$ cat config.mk
export PLATFORM = sky130hd
export DESIGN_NAME = thm_core
export DESIGN_NICKNAME = d
export VERILOG_FILES = /design/src/inc/thm_pkg.sv /design/src/verilog/thm_core.sv
export SDC_FILE = /design/constraint.sdc
export NUM_CORES = 1
export LEC_CHECK = 0
export BUFFER_PORTS_ARGS = -buffer_cell sky130_fd_sc_hd__clkbuf_2
export CAP_MARGIN = 20
export CORE_MARGIN = 1.5
export CORE_UTILIZATION = 30
export DETAILED_ROUTE_END_ITERATION = 12
export PLACE_DENSITY = 0.5
export SLEW_MARGIN = 20
export SYNTH_ARGS = -nofsm -noshare
export SYNTH_HDL_FRONTEND = slang
export SYNTH_SLANG_ARGS = --single-unit
$ cat constraint.sdc
create_clock -name i_clock -period 4.39 [get_ports i_clock]
set_input_delay 0.878 -clock i_clock [delete_from_list [all_inputs] [get_ports i_clock]]
set_output_delay 0.878 -clock i_clock [all_outputs]
set_load 0.03 [all_outputs]
$ cat src/inc/thm_pkg.sv
// Shared constants and types of the thermometer command core.
// Assumes a bit-slot layer outside that delivers slot events on i_clock.
//
// Behaviour
// - Read-identity 33h sends 64-bit identity code
// - Match-identity 55h compares code, selects on match
// - Skip-identity CCh selects device directly
// - Search F0h enumerates; ECh only when alarmed
// - Conversion starts only on command 44h
// - Read BEh sends working memory plus check
// - Write 4Eh stores bytes 2, 3, 4
// - Copy 48h saves limits, config to nonvolatile
// - Recall B8h reloads limits, config from nonvolatile
// - Power query B4h reports supply source
// - Resolution 9 to 12 bits selectable
// - Default resolution is 12 bits
// - Idle, not converting, after power-up
// - Result stored, then back to idle
// - External supply: poll reads 0 busy, 1 done
// - Signed 16-bit value, bit 0 weighs 1/16
// - Sign bits 1 for negative, two's complement
// - Low bits undefined below 12-bit resolution
// - Limits and config kept nonvolatile
// - Working memory byte layout, check byte 8
// - Resolution field in config bits 6:5
// - Conversion times 93.75 to 750 ms
package thm_pkg;

   // ==================================================================
   // Commands
   localparam logic [7:0] CMD_ID_READ   = 8'h33;
   localparam logic [7:0] CMD_ID_MATCH  = 8'h55;
   localparam logic [7:0] CMD_ID_SKIP   = 8'hCC;
   localparam logic [7:0] CMD_SEARCH    = 8'hF0;
   localparam logic [7:0] CMD_ALM_SRCH  = 8'hEC;
   localparam logic [7:0] CMD_CONVERT   = 8'h44;
   localparam logic [7:0] CMD_SP_READ   = 8'hBE;
   localparam logic [7:0] CMD_SP_WRITE  = 8'h4E;
   localparam logic [7:0] CMD_COPY      = 8'h48;
   localparam logic [7:0] CMD_RELOAD    = 8'hB8;
   localparam logic [7:0] CMD_PWR_QUERY = 8'hB4;

   // ==================================================================
   // Memory layout and reset values
   localparam int          RES_LSB      = 5;
   localparam logic [7:0]  CFG_RESET    = 8'h7F;
   localparam logic [7:0]  CFG_WR_MASK  = 8'h60;
   localparam logic [7:0]  UPPER_RESET  = 8'h4B;
   localparam logic [7:0]  LOWER_RESET  = 8'h46;
   localparam logic [7:0]  RSV_BYTE5    = 8'hFF;
   localparam logic [7:0]  RSV_BYTE6    = 8'h00;
   localparam logic [7:0]  RSV_BYTE7    = 8'h10;
   localparam logic [7:0]  CRC_POLY_REF = 8'h8C;
   localparam logic [15:0] TEMP_RESET   = 16'h0550;

   // ==================================================================
   // Timing
   localparam int unsigned CLK_MHZ       = 100;
   localparam int unsigned T_CONV12_US   = 750_000;
   localparam int unsigned CONV12_CYCLES = T_CONV12_US * CLK_MHZ;

   typedef struct packed {
      logic [7:0] cfg;
      logic [7:0] lower;
      logic [7:0] upper;
   } thm_nv_s;

   typedef enum logic [3:0] {
      ST_ROM    = 4'b0000,
      ST_ID_RD  = 4'b0001,
      ST_MATCH  = 4'b0010,
      ST_SEARCH = 4'b0011,
      ST_FUNC   = 4'b0100,
      ST_SP_RD  = 4'b0101,
      ST_SP_WR  = 4'b0110,
      ST_POLL   = 4'b0111,
      ST_PWR    = 4'b1000,
      ST_DEAD   = 4'b1001
   } thm_state_e;

endpackage

$ cat src/verilog/thm_core.sv
// Command decoder and conversion control of the thermometer.
// Slot events come from a bit layer on i_clock; samples from the sensor.
`timescale 1ns/1ns
module thm_core
   import thm_pkg::*;
#(
   parameter logic [63:0] P_ID_CODE     = 64'h0123_4567_89AB_CD28,
   parameter int unsigned P_CONV_CYCLES = CONV12_CYCLES
) (
   // Clock and reset
   input  wire logic        i_clock,
   input  wire logic        i_srst,
   // Bit-slot layer
   input  wire logic        i_bus_reset,
   input  wire logic        i_wr_slot,
   input  wire logic        i_wr_bit,
   input  wire logic        i_rd_slot,
   output logic             o_rd_bit,
   // Sensor and supply pin
   input  wire logic [15:0] i_sensor_temp,
   input  wire logic        i_ext_powered,
   // Status
   output logic             o_conv_busy,
   output logic [15:0]      o_temperature,
   output logic             o_alarm
);
   // P_ID_CODE value is arbitrary.

   // ==================================================================
   // Elaboration checks
   if (P_CONV_CYCLES < 8) begin : g_bad_conv
      $error("P_CONV_CYCLES too small");
   end

   function automatic logic [7:0] crc8(input logic [63:0] data);
      logic [7:0] c;
      c = 8'h00;
      for (int i = 0; i < 64; i++) begin
         if (c[0] ^ data[i]) begin
            c = (c >> 1) ^ CRC_POLY_REF;
         end else begin
            c = c >> 1;
         end
      end
      return c;
   endfunction

   // ==================================================================
   // State
   thm_state_e  state_q, state_d;
   logic [6:0]  cnt_q, cnt_d;
   logic [1:0]  phase_q, phase_d;
   logic [23:0] rx_q, rx_d;
   logic        busy_q, busy_d;
   logic [31:0] conv_q, conv_d;
   logic [15:0] temp_q, temp_d;
   thm_nv_s     sp_q, sp_d;
   thm_nv_s     nv_q, nv_d;
   logic        tx_q, tx_d;
   logic        ext_s1_q, ext_q;

   logic [1:0]  res;
   logic [7:0]  byte_in;
   logic [15:0] sample;
   logic [63:0] sp_vec;
   logic [7:0]  crc;
   logic        alarm;
   logic        conv_start;
   logic        copy_ev;
   logic        reload_ev;
   logic        wr_done;

   assign res     = sp_q.cfg[RES_LSB +: 2];
   assign byte_in = {i_wr_bit, rx_q[23:17]};

   // Force sign extension, then clear the bits the resolution leaves
   // undefined so a read always returns stable data.
   always_comb begin
      sample = {{5{i_sensor_temp[11]}}, i_sensor_temp[10:0]};
      sample = sample & ~(16'h0007 >> res);
   end

   assign sp_vec = {RSV_BYTE7, RSV_BYTE6, RSV_BYTE5,
                    sp_q.cfg, sp_q.lower, sp_q.upper,
                    temp_q};
   assign crc    = crc8(sp_vec);

   // Integer part of the result against signed limit bytes
   assign alarm = ($signed(temp_q[11:4]) >= $signed(sp_q.upper)) ||
                  ($signed(temp_q[11:4]) <= $signed(sp_q.lower));

   // ==================================================================
   // Command sequencing and conversion
   always_comb begin
      state_d    = state_q;
      cnt_d      = cnt_q;
      phase_d    = phase_q;
      rx_d       = rx_q;
      busy_d     = busy_q;
      conv_d     = conv_q;
      temp_d     = temp_q;
      sp_d       = sp_q;
      nv_d       = nv_q;
      conv_start = 1'b0;
      copy_ev    = 1'b0;
      reload_ev  = 1'b0;
      wr_done    = 1'b0;

      if (busy_q) begin
         if (conv_q <= 32'd1) begin
            busy_d = 1'b0;
            temp_d = sample;
         end else begin
            conv_d = conv_q - 32'd1;
         end
      end

      if (i_wr_slot) begin
         rx_d = {i_wr_bit, rx_q[23:1]};
      end

      if (i_bus_reset) begin
         state_d = ST_ROM;
         cnt_d   = '0;
         phase_d = '0;
      end else begin
         unique case (state_q)
            ST_ROM: if (i_wr_slot) begin
               cnt_d = cnt_q + 7'd1;
               if (cnt_q == 7'd7) begin
                  cnt_d   = '0;
                  state_d = ST_DEAD;
                  unique case (byte_in)
                     CMD_ID_READ:  state_d = ST_ID_RD;
                     CMD_ID_MATCH: state_d = ST_MATCH;
                     CMD_ID_SKIP:  state_d = ST_FUNC;
                     CMD_SEARCH:   state_d = ST_SEARCH;
                     CMD_ALM_SRCH: state_d = alarm ? ST_SEARCH
                                                   : ST_DEAD;
                     default:      state_d = ST_DEAD;
                  endcase
               end
            end
            ST_ID_RD: if (i_rd_slot) begin
               cnt_d = cnt_q + 7'd1;
               if (cnt_q == 7'd63) begin
                  cnt_d   = '0;
                  state_d = ST_FUNC;
               end
            end
            ST_MATCH: if (i_wr_slot) begin
               cnt_d = cnt_q + 7'd1;
               if (i_wr_bit != P_ID_CODE[cnt_q[5:0]]) begin
                  state_d = ST_DEAD;
               end else if (cnt_q == 7'd63) begin
                  cnt_d   = '0;
                  state_d = ST_FUNC;
               end
            end
            ST_SEARCH: begin
               if (phase_q != 2'd2 && i_rd_slot) begin
                  phase_d = phase_q + 2'd1;
               end else if (phase_q == 2'd2 && i_wr_slot) begin
                  phase_d = '0;
                  cnt_d   = cnt_q + 7'd1;
                  if (i_wr_bit != P_ID_CODE[cnt_q[5:0]]) begin
                     state_d = ST_DEAD;
                  end else if (cnt_q == 7'd63) begin
                     cnt_d   = '0;
                     state_d = ST_FUNC;
                  end
               end
            end
            ST_FUNC: if (i_wr_slot) begin
               cnt_d = cnt_q + 7'd1;
               if (cnt_q == 7'd7) begin
                  cnt_d   = '0;
                  state_d = ST_DEAD;
                  unique case (byte_in)
                     CMD_CONVERT: begin
                        conv_start = 1'b1;
                        busy_d     = 1'b1;
                        conv_d     = P_CONV_CYCLES >> (2'd3 - res);
                        state_d    = ST_POLL;
                     end
                     CMD_SP_READ:  state_d = ST_SP_RD;
                     CMD_SP_WRITE: state_d = ST_SP_WR;
                     CMD_COPY: begin
                        copy_ev = 1'b1;
                        nv_d    = sp_q;
                        state_d = ST_POLL;
                     end
                     CMD_RELOAD: begin
                        reload_ev = 1'b1;
                        sp_d      = nv_q;
                        state_d   = ST_POLL;
                     end
                     CMD_PWR_QUERY: state_d = ST_PWR;
                     default:       state_d = ST_DEAD;
                  endcase
               end
            end
            ST_SP_RD: if (i_rd_slot) begin
               cnt_d = cnt_q + 7'd1;
               if (cnt_q == 7'd71) begin
                  state_d = ST_DEAD;
               end
            end
            ST_SP_WR: if (i_wr_slot) begin
               cnt_d = cnt_q + 7'd1;
               if (cnt_q == 7'd23) begin
                  wr_done     = 1'b1;
                  sp_d.upper  = rx_d[7:0];
                  sp_d.lower  = rx_d[15:8];
                  sp_d.cfg    = (CFG_RESET & ~CFG_WR_MASK) |
                                (rx_d[23:16] & CFG_WR_MASK);
                  state_d     = ST_DEAD;
               end
            end
            ST_POLL, ST_PWR, ST_DEAD: ;
            default: state_d = ST_DEAD;
         endcase
      end
   end

   // Next bit offered to the master's read slot
   always_comb begin
      tx_d = 1'b1;
      unique case (state_d)
         ST_ID_RD: tx_d = P_ID_CODE[cnt_d[5:0]];
         ST_SEARCH: begin
            if (phase_d == 2'd0) begin
               tx_d = P_ID_CODE[cnt_d[5:0]];
            end else if (phase_d == 2'd1) begin
               tx_d = ~P_ID_CODE[cnt_d[5:0]];
            end
         end
         ST_SP_RD: begin
            if (cnt_d < 7'd64) begin
               tx_d = sp_vec[cnt_d[5:0]];
            end else if (cnt_d < 7'd72) begin
               tx_d = crc[cnt_d[2:0]];
            end
         end
         // Line-powered: master holds the line high and times it
         ST_POLL:  tx_d = ext_q ? ~busy_d : 1'b1;
         ST_PWR:   tx_d = ext_q;
         default:  tx_d = 1'b1;
      endcase
   end

   always_ff @(posedge i_clock) begin
      ext_s1_q <= i_ext_powered;
      ext_q    <= ext_s1_q;
      if (i_srst) begin
         state_q <= ST_DEAD;
         cnt_q   <= '0;
         phase_q <= '0;
         rx_q    <= '0;
         busy_q  <= 1'b0;
         conv_q  <= '0;
         temp_q  <= TEMP_RESET;
         sp_q    <= '{cfg: CFG_RESET, lower: LOWER_RESET,
                      upper: UPPER_RESET};
         nv_q    <= '{cfg: CFG_RESET, lower: LOWER_RESET,
                      upper: UPPER_RESET};
         tx_q    <= 1'b1;
      end else begin
         state_q <= state_d;
         cnt_q   <= cnt_d;
         phase_q <= phase_d;
         rx_q    <= rx_d;
         busy_q  <= busy_d;
         conv_q  <= conv_d;
         temp_q  <= temp_d;
         sp_q    <= sp_d;
         nv_q    <= nv_d;
         tx_q    <= tx_d;
      end
   end

   assign o_rd_bit      = tx_q;
   assign o_conv_busy   = busy_q;
   assign o_temperature = temp_q;
   assign o_alarm       = alarm;
endmodule // thm_core

==> impl_results.md <==
- Critical path class: reg -> reg
- Area delta synth->final: 15.06%
- MaxCap Viol Count: 0
- Vias post-DR: 8064
- Cts hold-fix bufs: 0
- Critical Path Stages: 13
- R2r setup slk: 0.33 ns
- P_leak: 4.312 nW
- Buf+Inv Stages, Crit Path: 3
- Worst reg2reg path depth: 13
- Share of layout cells above drive strength 1: 14.51%
- CTS resizes: 0
- Pwr Total: 2.842 mW
- # diodes: 0
- FP Rows: 64
- Die W: 178.6 µm
- Syn_nets: 1157
- Fillers: 3262
- CTS tree: yes
- Worst path cell trace: buf_4 -> nor4bb_1 -> inv_1 -> o22ai_1 -> o221a_2 -> nor2_2 -> inv_2 -> mux4_2 -> a211o_1 -> and4_1 -> a311oi_1 -> o21ai_0 -> a211o_1
- Placed Cells: 1508
- Largest delay share family, worst path: compound AO/OA/AOI/OAI gates
- Non-Filler Instances: 1540
- Final Setup Violations: 0
- DR vias/cell: 5.236
- CP endpoint: o_rd_bit
- CTS sink cnt: 134
- Max_slew headroom: 42.66%
- RSZ-0062 raised after global routing: false
- Worst setup SP type: flip-flop
- Slowest stage cell, crit path: mux4_2
- First-pass GRT wire length: 42680 µm
- Detailed Route WL: 27090 µm
- Post-layout min period: 4.065 ns
- Unique masters post-synth: 82
- Mean Syn Cell Area: 8.431 µm²
- Core Util, Final: 34.97%
- Sequential Area: 2683 µm²
- Synth area leader: dfxtp_1
- Critical path peak fanout: 14
- Worst hold path type: reg -> reg
- H-tree Lvls: 4
- IO Count: 42
- Mapped Cells: 1097
- Remaining DRCs: 0
- Post-CTS setup-driven buffer insertion count: 0
- Final Max Slew Viols: 0
- Multi-input gate area: 6093 µm²
- Vias in the first global route: 7602
- Peak supply drop: 0.1870 mV
- Crit path largest cell delay: 0.52 ns
- Worst skew pair latency: 0.43 ns
- Initial DRC Count: 538
- Pre-CTS setup slack: 0.2769 ns
- HPWL after detailed placement: 19620 µm
- Mapped Area: 9249 µm²
- Die Y: 178.6 µm
- Port Buffers: 37
- Seq/Total Area, Yosys: 29.00%
- Prevailing post-synth register cell: dfxtp_1
- Placed Area: 10050 µm²
- Final hold slack: 0.3294 ns
- Most Frequent Cell on Critical Path: a211o_1
- Final TNS setup: 0 ns
- Synthesized flop and latch total: 134
- CP startpoint: state_q[1]
- ANT nets after route: 0
- Max Freq: 246.0 MHz
- CTS Root Cell: clkbuf_16
- Crit path DAT: 4.37 ns
- RePlAce Congestion: 0.8619
- Yosys top cell area share: 29.00%
- CTS Buf Count: 17
- Initial antenna violation count: 0
- WL per Instance: 17.59 µm
- Initial Util: 30.39%
- Post-synth EDFFs: 0
- Pre-antenna DRT Iters: 5
- PD cells: 267.0 nW/µm²
- Worst-Margin Slew: 0.8601 ns
- Status: finished clean
- Skew final: 0.01637 ns
- Synth warn: 0
- Total gr overflow: 0
- Total Routing Usage GR: 17.42%
- Worst reg2reg endpoint: o_rd_bit
- Area contributors post-synth: dfxtp_1 (29%), xnor2_1 (6.4%), nand2_1 (5.0%), ha_1 (5.0%), nor2_1 (4.6%)
- Post-route cell area: 10640 µm²
- Crit end category: flip-flop
- CP required: 4.69 ns
- Clk pin slew, worst setup/hold paths: 0.07 ns
- Core area: 30430 µm²
- Clk buf depth: 2
- Pin count of the biggest net entering global routing: 80
- Post-synth ARST share: 0%
- Die Footprint: 31890 µm²
- Reg-to-Reg Start: state_q[1]
- Final worst path period share: 92.59%
- Nets: 1191
- Final Hold Vio Count: 0
- Final Worst Setup Slack: 0.3252 ns
-- sequential cells by signal (all words and copies together), names as in the netlist, named ones only --
signal and flops:
nv_q 24, o_temperature 12, o_conv_busy 1, cnt_q 7, res 2, conv_q 32, ext_s1_q 1, sp_q 22
ext_q 1, state_q 4, phase_q 2, o_rd_bit 1, rx_q 24
-- worst min path at each step --
stage               startpoint     to  slack, ns  cells past startpoint
floorplan             ext_s1_q  ext_q       0.31                      0
global placement      ext_s1_q  ext_q       0.31                      0
detailed placement    ext_s1_q  ext_q       0.32                      0
CTS                   ext_s1_q  ext_q       0.33                      0
global route          ext_s1_q  ext_q       0.33                      0
finish                ext_s1_q  ext_q       0.33                      0
-- worst reg2reg max path: stages (launching register included) --
cell and delay [ns]:
dfxtp_1 0.49, buf_4 0.28, nor4bb_1 0.39, inv_1 0.12
o22ai_1 0.34, o221a_2 0.32, nor2_2 0.07, inv_2 0.16
mux4_2 0.52, a211o_1 0.29, and4_1 0.18, a311oi_1 0.33
o21ai_0 0.16, a211o_1 0.29
-- synth_stat cells, drive strengths merged, types with 23 or more instances --
cell type,n
a211o,23
a21oi,66
clkbuf,65
dfxtp,134
ha,37
inv,37
mux2i,42
nand2,124
nand3,28
nor2,114
nor3,26
o21ai,31
xnor2,72
xnor3,24
-- cells by family after synthesis --
| group | after synthesis | synth area share (%) |
|---|---|---|
| buffers and inverters | 118 | 5.479 |
| muxes | 49 | 6.169 |
| xor gates and xnor gates | 116 | 15.67 |
| and+or+nand+nor | 406 | 21.31 |
| adders and majority gates | 37 | 5.005 |
| AOI/OAI and AO/OA | 237 | 17.37 |
| DFF | 134 | 29.00 |
-- power breakdown --
group          internal (mW)  switching, mW  total [mW]
combinational         0.0587          0.102       0.160
clock                  0.806          0.648        1.45
sequential              1.22        0.00732        1.23
total                   2.08          0.757        2.84
-- layout by cell type, fill, tap and decap left out, types with 5 or more instances in the layout --
master / Yosys / final
nand3_1: 28 / 28
buf_4: 4 / 59
a211oi_1: 20 / 20
or4_1: 9 / 9
xor2_1: 17 / 17
xnor3_2: 6 / 6
nor4bb_1: 7 / 6
and3_1: 8 / 8
xnor3_1: 14 / 14
a211o_1: 23 / 23
mux4_2: 5 / 5
o21a_1: 5 / 5
and2_1: 7 / 7
o31ai_1: 5 / 5
nand4_1: 6 / 6
o21bai_1: 11 / 11
mux2i_1: 42 / 42
a31oi_1: 8 / 8
or3_1: 7 / 7
ha_1: 37 / 37
xnor2_1: 68 / 68
nand3b_1: 13 / 13
clkbuf_2: 1 / 36
nor4_1: 19 / 19
a21oi_1: 66 / 65
o21ai_0: 31 / 31
nand2_1: 124 / 124
o221ai_1: 5 / 5
inv_1: 36 / 36
nand2b_1: 9 / 9
a21o_1: 5 / 5
nor2b_1: 11 / 11
nor3_1: 26 / 26
nor3b_1: 5 / 5
dfxtp_1: 134 / 134
o211ai_1: 18 / 18
clkbuf_16: 0 / 17
nor2_1: 113 / 113
-- metal layers --
metal / up-vias / wire (µm) / track usage, %
met3: 34 / 1170 / 2.558
li1: 3973 / - / -
met2: 203 / 12320 / 27.57
met4: 0 / 582 / 5.625
met5: - / 0 / 0
met1: 3854 / 13010 / 24.19
-- cell type report --
cell class	instances	share of cell area, %
Timing Repair Buffer	96	6.043
Inverter	37	1.305
Multi-Input combinational cell	845	57.26
Sequential cell	134	25.21
Tap cell	396	4.656
Clock inverter	15	1.529
Clock buffer	17	3.998
No activity file was read; power rests on OpenSTA's default activity.
